<file path="src/fsps_pkg.sv">
// package: register map, field positions and timing for the flash sequencer
package fsps_pkg;
  // ==========================================================
  // register offsets (byte addresses, one word each)
  localparam logic [5:0] OFS_CTRL_PRIMARY = 6'h00;
  localparam logic [5:0] OFS_CTRL_THIRD = 6'h08;
  localparam logic [5:0] OFS_ADDR_LOW = 6'h0c;
  localparam logic [5:0] OFS_ADDR_HIGH = 6'h10;
  localparam logic [5:0] OFS_WORD_LOW = 6'h14;
  localparam logic [5:0] OFS_WORD_HIGH = 6'h18;
  localparam logic [5:0] OFS_KEY_LOW2 = 6'h1c;
  localparam logic [5:0] OFS_KEY_HIGH2 = 6'h20;
  localparam logic [5:0] OFS_KEY_LOW3 = 6'h24;
  localparam logic [5:0] OFS_KEY_HIGH3 = 6'h28;
  localparam logic [5:0] OFS_KEY_LOW4 = 6'h2c;
  localparam logic [5:0] OFS_KEY_HIGH4 = 6'h30;
  // ==========================================================
  // primary control fields
  localparam int POS_OPSEL = 4;
  localparam int POS_ARM = 3;
  localparam int POS_GO = 2;
  localparam int POS_ENABLED = 0;
  // third control fields
  localparam int POS_DURSEL = 1;
  localparam int POS_BUFCLR = 0;
  // ==========================================================
  // operation select codes
  localparam logic [2:0] OP_WRITE = 3'h0;
  localparam logic [2:0] OP_ERASE = 3'h1;
  localparam logic [2:0] OP_UNLOCK = 3'h6;
  // key pattern, low2..low4 then high2..high4
  localparam logic [7:0] KEY_L2 = 8'h00;
  localparam logic [7:0] KEY_L3 = 8'h0d;
  localparam logic [7:0] KEY_L4 = 8'hc3;
  localparam logic [7:0] KEY_H2 = 8'h04;
  localparam logic [7:0] KEY_H3 = 8'h09;
  localparam logic [7:0] KEY_H4 = 8'h40;
  // ==========================================================
  // buffer geometry
  localparam int BUF_DEPTH = 32;
  localparam int BUF_AW = 5;
  localparam logic [4:0] LAST_OFS = 5'h1f;
  // ==========================================================
  // timing
  localparam int CLK_MHZ = 100;
  localparam int ERASE_SHORT_US = 3200;
  localparam int ERASE_LONG_US = 3700;
  localparam int WRITE_SHORT_US = 2200;
  localparam int WRITE_LONG_US = 3000;
  localparam int UNLOCK_WIN_US = 1000;
  localparam int ERASE_SHORT_CYC = ERASE_SHORT_US * CLK_MHZ;
  localparam int ERASE_LONG_CYC = ERASE_LONG_US * CLK_MHZ;
  localparam int WRITE_SHORT_CYC = WRITE_SHORT_US * CLK_MHZ;
  localparam int WRITE_LONG_CYC = WRITE_LONG_US * CLK_MHZ;
  localparam int UNLOCK_WIN_CYC = UNLOCK_WIN_US * CLK_MHZ;
  // ==========================================================
  // sequencer states
  typedef enum logic [1:0] {
    SEQ_IDLE,
    SEQ_CLEAR,
    SEQ_BUSY
  } fsps_state_t;
endpackage : fsps_pkg

</file>
<file path="src/fsps_buf_if.sv">
// interface: write-buffer port between sequencer and buffer memory
`timescale 1ns/10ps
interface fsps_buf_if;
  logic wrEn; // store one word
  logic [4:0] wrAddr; // word offset in page
  logic [15:0] wrData; // word value
  logic [4:0] rdAddr; // read offset
  logic [15:0] rdData; // registered read word
  modport ctrl (output wrEn, output wrAddr, output wrData,
    output rdAddr, input rdData);
  modport mem (input wrEn, input wrAddr, input wrData,
    input rdAddr, output rdData);
endinterface : fsps_buf_if

</file>
<file path="src/fsps_sequencer.sv">
// module: flash self-program sequencer with wishbone register slave
// Contract
// - opsel code 110 selects unlock mode
// - arm bit in unlock mode starts timer
// - timer expiry clears arm bit always
// - matching key sets enabled flag, else not
// - clearing enabled flag revokes permission at once, unless an armed key match in unlock mode sets it again
// - 32-word page buffer, page from address 12:5
// - low byte first; high byte loads, increments
// - buffer address saturates at last page word
// - code 001 erases tagged page on go
// - code 000 writes buffer into page on go
// - go starts operation, hardware clears on done
// - cpu stalled while operation runs
// - duration select sets go high time
// - buffer clear bit self-clears when clear done
// - low write stores byte; high commits word
// - dummy high writes tag, stop at 11111b
`timescale 1ns/10ps
module fsps_sequencer #(
  parameter int ERASE_SHORT = fsps_pkg::ERASE_SHORT_CYC,
  parameter int ERASE_LONG = fsps_pkg::ERASE_LONG_CYC,
  parameter int WRITE_SHORT = fsps_pkg::WRITE_SHORT_CYC,
  parameter int WRITE_LONG = fsps_pkg::WRITE_LONG_CYC,
  parameter int UNLOCK_WIN = fsps_pkg::UNLOCK_WIN_CYC
) (
  // clock and reset
  input wire logic mclk,
  input wire logic reset,
  // wishbone slave
  input wire logic wb_cyc_i,
  input wire logic wb_stb_i,
  input wire logic wb_we_i,
  input wire logic [5:0] wb_adr_i,
  input wire logic [3:0] wb_sel_i,
  input wire logic [31:0] wb_dat_i,
  output logic [31:0] wb_dat_o,
  output logic wb_ack_o,
  // flash array side
  output logic flashErase,
  output logic flashProgram,
  output logic [12:0] flashAddr,
  output logic [31:0] tagMask,
  // cpu hold
  output logic cpuStall
);
  // ==========================================================
  // state
  fsps_pkg::fsps_state_t state_r, state_nxt;
  logic [2:0] opsel_r, opsel_nxt; // operation select
  logic arm_r, arm_nxt; // unlock arm
  logic go_r, go_nxt; // program go
  logic enabled_r, enabled_nxt; // erase/write permission
  logic dursel_r, dursel_nxt; // duration select
  logic bufclr_r, bufclr_nxt; // buffer clear request
  logic [12:0] addr_r, addr_nxt; // address pair
  logic [7:0] wordLow_r, wordLow_nxt; // low staging byte
  logic [7:0] wordHigh_r, wordHigh_nxt; // last high byte
  logic [7:0] key_r [6]; // key registers
  logic [7:0] key_nxt [6];
  logic [31:0] tag_r, tag_nxt; // tagged offsets
  logic [31:0] timer_r, timer_nxt; // shared down counter
  logic [4:0] clrIdx_r, clrIdx_nxt; // clear walk index
  logic ack_r, ack_nxt;
  logic [31:0] rdat_r, rdat_nxt;
  logic erase_r, erase_nxt, prog_r, prog_nxt;
  logic stall_r, stall_nxt; // cpu hold, registered for a clean output
  // bus decode
  logic req, wr, lane0;
  logic [7:0] wb0;
  logic keyOk;
  logic goSet; // go bit written in this cycle
  // buffer link
  fsps_buf_if bufp ();
  fsps_page_buf u_buf (
    .mclk(mclk),
    .bus(bufp.mem)
  );
  // ==========================================================
  // decode; one-cycle answer, ack drops after one cycle
  assign req = wb_cyc_i && wb_stb_i && !ack_r;
  assign wr = req && wb_we_i;
  assign lane0 = wb_sel_i[0];
  assign wb0 = wb_dat_i[7:0];
  assign goSet = wr && lane0 && wb_adr_i == fsps_pkg::OFS_CTRL_PRIMARY
    && wb0[fsps_pkg::POS_GO];
  assign keyOk = key_r[0] == fsps_pkg::KEY_L2
    && key_r[2] == fsps_pkg::KEY_L3
    && key_r[4] == fsps_pkg::KEY_L4
    && key_r[1] == fsps_pkg::KEY_H2
    && key_r[3] == fsps_pkg::KEY_H3
    && key_r[5] == fsps_pkg::KEY_H4;
  // ==========================================================
  // next-state logic for all control state
  always_comb begin
    state_nxt = state_r;
    opsel_nxt = opsel_r;
    arm_nxt = arm_r;
    go_nxt = go_r;
    enabled_nxt = enabled_r;
    dursel_nxt = dursel_r;
    bufclr_nxt = bufclr_r;
    addr_nxt = addr_r;
    wordLow_nxt = wordLow_r;
    wordHigh_nxt = wordHigh_r;
    key_nxt = key_r;
    tag_nxt = tag_r;
    timer_nxt = timer_r;
    clrIdx_nxt = clrIdx_r;
    ack_nxt = req;
    rdat_nxt = 32'h0;
    erase_nxt = 1'b0;
    prog_nxt = 1'b0;
    bufp.wrEn = 1'b0;
    bufp.wrAddr = addr_r[4:0];
    bufp.wrData = {wb0, wordLow_r};
    // register reads; unmapped offsets read zero
    if (req && !wb_we_i) begin
      unique case (wb_adr_i)
        fsps_pkg::OFS_CTRL_PRIMARY: begin
          rdat_nxt[fsps_pkg::POS_OPSEL +: 3] = opsel_r;
          rdat_nxt[fsps_pkg::POS_ARM] = arm_r;
          rdat_nxt[fsps_pkg::POS_GO] = go_r;
          rdat_nxt[fsps_pkg::POS_ENABLED] = enabled_r;
        end
        fsps_pkg::OFS_CTRL_THIRD: begin
          rdat_nxt[fsps_pkg::POS_DURSEL] = dursel_r;
          rdat_nxt[fsps_pkg::POS_BUFCLR] = bufclr_r;
        end
        fsps_pkg::OFS_ADDR_LOW: rdat_nxt[7:0] = addr_r[7:0];
        fsps_pkg::OFS_ADDR_HIGH: rdat_nxt[4:0] = addr_r[12:8];
        fsps_pkg::OFS_WORD_LOW: rdat_nxt[7:0] = wordLow_r;
        fsps_pkg::OFS_WORD_HIGH: rdat_nxt[7:0] = wordHigh_r;
        fsps_pkg::OFS_KEY_LOW2: rdat_nxt[7:0] = key_r[0];
        fsps_pkg::OFS_KEY_HIGH2: rdat_nxt[7:0] = key_r[1];
        fsps_pkg::OFS_KEY_LOW3: rdat_nxt[7:0] = key_r[2];
        fsps_pkg::OFS_KEY_HIGH3: rdat_nxt[7:0] = key_r[3];
        fsps_pkg::OFS_KEY_LOW4: rdat_nxt[7:0] = key_r[4];
        fsps_pkg::OFS_KEY_HIGH4: rdat_nxt[7:0] = key_r[5];
        default: rdat_nxt = 32'h0;
      endcase
    end
    // register writes; taken in SEQ_IDLE only, so writes while clearing or busy are acked and dropped
    if (wr && lane0 && state_r == fsps_pkg::SEQ_IDLE) begin
      unique case (wb_adr_i)
        fsps_pkg::OFS_CTRL_PRIMARY: begin
          opsel_nxt = wb0[fsps_pkg::POS_OPSEL +: 3];
          // clearing allowed unless an armed key match in unlock mode below sets it again; setting never by write
          if (!wb0[fsps_pkg::POS_ENABLED]) begin
            enabled_nxt = 1'b0;
          end
          if (wb0[fsps_pkg::POS_ARM] && !arm_r
              && wb0[fsps_pkg::POS_OPSEL +: 3] == fsps_pkg::OP_UNLOCK)
              begin
            arm_nxt = 1'b1;
            timer_nxt = 32'(UNLOCK_WIN);
          end
          if (wb0[fsps_pkg::POS_GO]) begin
            go_nxt = 1'b1;
          end
        end
        fsps_pkg::OFS_CTRL_THIRD: begin
          dursel_nxt = wb0[fsps_pkg::POS_DURSEL];
          if (wb0[fsps_pkg::POS_BUFCLR]) begin
            bufclr_nxt = 1'b1;
          end
        end
        fsps_pkg::OFS_ADDR_LOW: addr_nxt[7:0] = wb0;
        fsps_pkg::OFS_ADDR_HIGH: addr_nxt[12:8] = wb0[4:0];
        fsps_pkg::OFS_WORD_LOW: wordLow_nxt = wb0;
        fsps_pkg::OFS_WORD_HIGH: begin
          wordHigh_nxt = wb0;
          bufp.wrEn = 1'b1;
          tag_nxt[addr_r[4:0]] = 1'b1;
          if (addr_r[4:0] != fsps_pkg::LAST_OFS) begin
            addr_nxt[4:0] = addr_r[4:0] + 5'h01;
          end
        end
        fsps_pkg::OFS_KEY_LOW2: key_nxt[0] = wb0;
        fsps_pkg::OFS_KEY_HIGH2: key_nxt[1] = wb0;
        fsps_pkg::OFS_KEY_LOW3: key_nxt[2] = wb0;
        fsps_pkg::OFS_KEY_HIGH3: key_nxt[3] = wb0;
        fsps_pkg::OFS_KEY_LOW4: key_nxt[4] = wb0;
        fsps_pkg::OFS_KEY_HIGH4: key_nxt[5] = wb0;
        default: addr_nxt = addr_r; // unmapped writes ignored
      endcase
    end
    // unlock window: compare while armed only
    if (arm_r) begin
      if (keyOk && opsel_r == fsps_pkg::OP_UNLOCK) begin
        enabled_nxt = 1'b1;
      end
      if (timer_r <= 32'h1) begin
        arm_nxt = 1'b0;
      end else begin
        timer_nxt = timer_r - 32'h1;
      end
    end
    // sequencer
    unique case (state_r)
      fsps_pkg::SEQ_IDLE: begin
        if (bufclr_r) begin
          state_nxt = fsps_pkg::SEQ_CLEAR;
          clrIdx_nxt = 5'h00;
        end else if (go_r) begin
          if (!enabled_r || (opsel_r != fsps_pkg::OP_ERASE
              && opsel_r != fsps_pkg::OP_WRITE)) begin
            // a fresh go written in this cycle wins over the drop
            go_nxt = goSet;
          end else begin
            state_nxt = fsps_pkg::SEQ_BUSY;
            if (opsel_r == fsps_pkg::OP_ERASE) begin
              erase_nxt = 1'b1;
              timer_nxt = 32'(dursel_r ? ERASE_LONG : ERASE_SHORT);
            end else begin
              prog_nxt = 1'b1;
              timer_nxt = 32'(dursel_r ? WRITE_LONG : WRITE_SHORT);
            end
          end
        end
      end
      fsps_pkg::SEQ_CLEAR: begin
        // blank every word, one per cycle; tags cleared too
        bufp.wrEn = 1'b1;
        bufp.wrAddr = clrIdx_r;
        bufp.wrData = 16'h0000;
        tag_nxt = 32'h0;
        clrIdx_nxt = clrIdx_r + 5'h01;
        if (clrIdx_r == fsps_pkg::LAST_OFS) begin
          bufclr_nxt = 1'b0;
          state_nxt = fsps_pkg::SEQ_IDLE;
        end
      end
      fsps_pkg::SEQ_BUSY: begin
        erase_nxt = erase_r;
        prog_nxt = prog_r;
        if (timer_r <= 32'h1) begin
          go_nxt = 1'b0;
          erase_nxt = 1'b0;
          prog_nxt = 1'b0;
          tag_nxt = 32'h0;
          state_nxt = fsps_pkg::SEQ_IDLE;
        end else begin
          timer_nxt = timer_r - 32'h1;
        end
      end
    endcase
    // stall follows the operation strobes exactly
    stall_nxt = erase_nxt | prog_nxt;
  end
  assign bufp.rdAddr = 5'h00;
  // ==========================================================
  // registers
  always_ff @(posedge mclk) begin
    if (reset) begin
      state_r <= fsps_pkg::SEQ_IDLE;
      opsel_r <= 3'h0;
      arm_r <= 1'b0;
      go_r <= 1'b0;
      enabled_r <= 1'b0;
      dursel_r <= 1'b0;
      bufclr_r <= 1'b0;
      addr_r <= 13'h0;
      wordLow_r <= 8'h0;
      wordHigh_r <= 8'h0;
      for (int i = 0; i < 6; i++) begin
        key_r[i] <= 8'h0;
      end
      tag_r <= 32'h0;
      timer_r <= 32'h0;
      clrIdx_r <= 5'h0;
      ack_r <= 1'b0;
      rdat_r <= 32'h0;
      erase_r <= 1'b0;
      prog_r <= 1'b0;
      stall_r <= 1'b0;
    end else begin
      state_r <= state_nxt;
      opsel_r <= opsel_nxt;
      arm_r <= arm_nxt;
      go_r <= go_nxt;
      enabled_r <= enabled_nxt;
      dursel_r <= dursel_nxt;
      bufclr_r <= bufclr_nxt;
      addr_r <= addr_nxt;
      wordLow_r <= wordLow_nxt;
      wordHigh_r <= wordHigh_nxt;
      key_r <= key_nxt;
      tag_r <= tag_nxt;
      timer_r <= timer_nxt;
      clrIdx_r <= clrIdx_nxt;
      ack_r <= ack_nxt;
      rdat_r <= rdat_nxt;
      erase_r <= erase_nxt;
      prog_r <= prog_nxt;
      stall_r <= stall_nxt;
    end
  end
  // ==========================================================
  // outputs straight from flops
  assign wb_ack_o = ack_r;
  assign wb_dat_o = rdat_r;
  assign flashErase = erase_r;
  assign flashProgram = prog_r;
  assign flashAddr = {addr_r[12:5], 5'h00};
  assign tagMask = tag_r;
  assign cpuStall = stall_r;
endmodule : fsps_sequencer

</file>
<file path="src/fsps_page_buf.sv">
// module: 32-word page write buffer with registered read
`timescale 1ns/10ps
module fsps_page_buf (
  // clock
  input wire logic mclk,
  // buffer port
  fsps_buf_if.mem bus
);
  // ==========================================================
  // storage
  logic [15:0] mem [fsps_pkg::BUF_DEPTH]; // page words
  logic [15:0] rdData_r; // read register
  logic [15:0] rdData_nxt;
  // read path computed here, registered below
  always_comb begin
    rdData_nxt = mem[bus.rdAddr];
  end
  // memory write and read register
  always_ff @(posedge mclk) begin
    if (bus.wrEn) begin
      mem[bus.wrAddr] <= bus.wrData;
    end
    rdData_r <= rdData_nxt;
  end
  assign bus.rdData = rdData_r;
endmodule : fsps_page_buf

</file>
<file path="config.mk">
export PLATFORM = sky130hd
export DESIGN_NAME = fsps_sequencer
export DESIGN_NICKNAME = d
export VERILOG_FILES = /design/src/fsps_pkg.sv /design/src/fsps_buf_if.sv /design/src/fsps_sequencer.sv /design/src/fsps_page_buf.sv
export SDC_FILE = /design/constraint.sdc
export NUM_CORES = 1
export LEC_CHECK = 0
export BUFFER_PORTS_ARGS = -buffer_cell sky130_fd_sc_hd__buf_2
export CORE_MARGIN = 3
export CORE_UTILIZATION = 55
export DETAILED_ROUTE_END_ITERATION = 10
export PLACE_DENSITY_LB_ADDON = 0.25
export SKIP_LAST_GASP = 1
export SLEW_MARGIN = 20
export SYNTH_ARGS = -nofsm -noshare
export SYNTH_HDL_FRONTEND = slang
export SYNTH_SLANG_ARGS = --single-unit
</file>
<file path="constraint.sdc">
create_clock -name mclk -period 4.8 [get_ports mclk]
set_clock_uncertainty 0.05 [all_clocks]
set_input_delay 0.24 -clock mclk [delete_from_list [all_inputs] [get_ports mclk]]
set_output_delay 0.24 -clock mclk [all_outputs]
set_load 0.01 [all_outputs]
</file>
==> impl_metrics.toml <==
[clock_network]
cts_tree = "built"
clock_sinks = 168
cts.repair.resized = 0
cts_setup_buffers = 0
cts_buffers = 17
path_clk_slew_ns = 0.08
cts_buffer_depth = 2
clk_latency_ns = 0.44
htree_num_levels = 4
cts-root-buf = "clkbuf_16"
cts-hold-fix-buffers = 0

[route]
routed_wl_mm = 24.3
wl_per_cell_microns = 19.2
via_count = 7826
firstDrtPassIters = 7
drt_iter0_markers = 1059
drcViolationCount = 0
antenna_left = 0
viasPerCell = 6.18

[global_routing]
grtUsageMet1_pct = 38.7
grt_pass1_vias = 6833
use_met2_pct = 45.4
antenna_found_initial = 0
grt_pass1_wl_mm = 37.7
grt-busiest-layer = "met2"
overflow = 0
grt_max_degree = 91
grt_util_met3_pct = 5.33
grt_usage_pct = 28.3

[synthesis]
avgSynthCellArea_sq_um = 8.40
synth_edf_count = 0
synth.cell_area_sq_um = 8580
seq_area_frac_synth_pct = 39.2
postSynth.asyncResetShare_pct = 0
yosysUniqueCellTypes = 74
syn_inst = 1021
ys_warn_count = 0
ys_seq_elements = 168
synth_flop_cell = "dfxtp_1"

[finish]
drive_gt1_share_pct = 12.6
finalNetCount = 1108
syn2layout_area_growth_pct = 9.87
fin_cells = 1267
antenna_cells = 0
fill_cells = 1368
fin_area_sq_um = 9430

[timing]
finalSetupViolations = 0
tightest_slew_ns = 1.03
period_needed_ns = 3.19
relSlewSlack_pct = 31.1
holdWs_ns = 0.141
hold_viol = 0
max_freq_ghz = 0.313
tns_ns = 0
fin_crit_sh_pct = 66.5
rsz0062_at_grt = "no"
drv_slew = 0

[power_and_ir_drop]
ir_drop_uv = 599
p_per_area_nw_per_um2 = 528
p_leak_nw = 3.60

[flow_run]
maxCapViolations = 0

[placement]
place_inst = 1235
placed_area_sq_um = 8800
post-dp-hpwl_mm = 16.7
io_buffers = 71
place_congestion = 0.984

[die]
die_h_microns = 131
num_rows = 45
ios = 128
design.core.area_sq_um = 15300
die_w_microns = 131
start_util_pct = 56.2
floorplan.die_area_sq_um = 17100

[worst_setup_path]
required_ns = 5.09
path_class = "reg -> reg"
critPathMaxFanout = 17
cp-end-kind = "register"
cp.arrival_ns = 3.48
cp-start-kind = "register"

[worst_hold_path]
hold_path.class = "in -> reg"

[outcome]
status = "finished clean"
-- worst max-delay path, cell delays in order, from the launching register on --
cell and delay (ns):
dfxtp_1 0.35, nor4_1 0.57, and4b_1 0.50, nand4_1 0.70, nand2_1 0.46, o21ai_0 0.14
a311oi_1 0.31
-- final timing paths --
kind | from | cells past startpoint | to | slack, ns
worst max register to register | timer_r[13]$_SDFF_PP0_ | 6 | timer_r[25]$_SDFF_PP0_ | 1.61
worst min-delay path | wb_dat_i[0] | 3 | wordHigh_r[0]$_SDFFE_PP0P_ | 0.14
worst min register to register | tagMask[6]$_SDFF_PP0_ | 2 | tagMask[6]$_SDFF_PP0_ | 0.41
worst max-delay path | timer_r[13]$_SDFF_PP0_ | 6 | timer_r[25]$_SDFF_PP0_ | 1.61
-- cell usage after synthesis (4+ instances only) --
cell | number | share of area (%)
nor2_1 | 174 | 7.6
dfxtp_1 | 168 | 39
a21oi_1 | 87 | 5.1
mux2i_1 | 78 | 9.1
nand2_1 | 51 | 2.2
clkbuf_1 | 46 | 2.0
buf_4 | 39 | 3.4
o21ai_0 | 29 | 1.7
a22oi_1 | 28 | 2.5
nor3_1 | 28 | 1.6
nand3_1 | 22 | 1.3
inv_1 | 20 | 0.88
ha_1 | 18 | 2.6
a31oi_1 | 17 | 1.2
nor4_1 | 14 | 1.0
and3_1 | 13 | 0.95
nand4_1 | 13 | 0.95
buf_2 | 11 | 0.64
or4_1 | 9 | 0.79
a311oi_1 | 8 | 0.82
nor3_2 | 8 | 0.93
nor4b_1 | 8 | 0.82
a211oi_1 | 7 | 0.61
a221oi_1 | 6 | 0.61
nor3b_1 | 6 | 0.53
o21ai_1 | 6 | 0.35
nand2b_1 | 5 | 0.36
nor2b_1 | 5 | 0.36
xor2_1 | 5 | 0.51
a21boi_0 | 4 | 0.35
a222oi_1 | 4 | 0.47
a22o_1 | 4 | 0.41
a32oi_1 | 4 | 0.41
buf_1 | 4 | 0.17
o21a_1 | 4 | 0.35
or3_1 | 4 | 0.29
-- through the flow --
step / power [mW] / utilization, % / worst slack (ns)
after floorplan: 3.29 / - / 2.49
after global placement: 3.54 / 57.7 / 1.76
after detailed placement: 3.55 / 57.7 / 1.63
after CTS: 4.97 / 61.8 / 1.64
after global routing: 5.24 / 61.8 / 1.39
final: 4.98 / 61.8 / 1.61
-- cells in the final DEF, fill, tap and decap left out, types with 9 or more instances in the layout --
cell type,instances
a21oi_1,87
a22oi_1,28
a31oi_1,17
and3_1,13
buf_2,70
clkbuf_16,17
conb_1,29
dfxtp_1,168
ha_1,18
inv_1,20
mux2i_1,78
nand2_1,51
nand3_1,22
nand4_1,13
nor2_1,174
nor3_1,28
nor4_1,14
o21ai_0,29
or4_1,9
-- registers in the layout, indices dropped and copies added (netlist names) --
signal and cells:
tagMask 32, wb_ack_o 1, go_r 1, flashErase 1
wordHigh_r 8, bufclr_r 1, enabled_r 1, flashProgram 1
wb_dat_o 8, cpuStall 1, state_r 2, dursel_r 1
opsel_r 3, timer_r 32, arm_r 1, wordLow_r 8
clrIdx_r 5, addr_r 13, key_r 48
-- routing by layer --
metal	part of all wire, %	vias up
li1	-	3687
met1	42	3698
met2	47	386
met3	8.5	55
met4	2.6	0
met5	0	-
-- power by group --
part           internal (mW)  total (mW)  switching (mW)
Clock                  0.757        1.42           0.664
Sequential              1.46        1.55          0.0951
Combinational          0.569        2.00            1.43
-- cells by family (layout without fill, tap and decap cells) --
| group | after synthesis | after routing | share of synthesized area (%) |
|---|---|---|---|
| xor+xnor | 7 | 7 | 0.715 |
| fa+ha+maj | 18 | 18 | 2.63 |
| buf+inv | 122 | 129 | 7.31 |
| compound gates | 238 | 238 | 18.1 |
| mux | 80 | 80 | 9.36 |
| flops | 168 | 168 | 39.2 |
| other cells | 1 | 29 | 0.0437 |
| simple gates | 387 | 387 | 22.7 |
-- cell type report --
type	count	area (sq um)	area share (%)
Sequential cell	168	3360	35.7
Multi-Input combinational cell	759	4700	49.8
Tap cell	211	264	2.80
Clock buffer	17	425	4.51
Inverter	20	75.1	0.796
Timing Repair Buffer	77	403	4.27
Clock inverter	15	198	2.10
No activity file was read; power rests on OpenSTA's default activity.
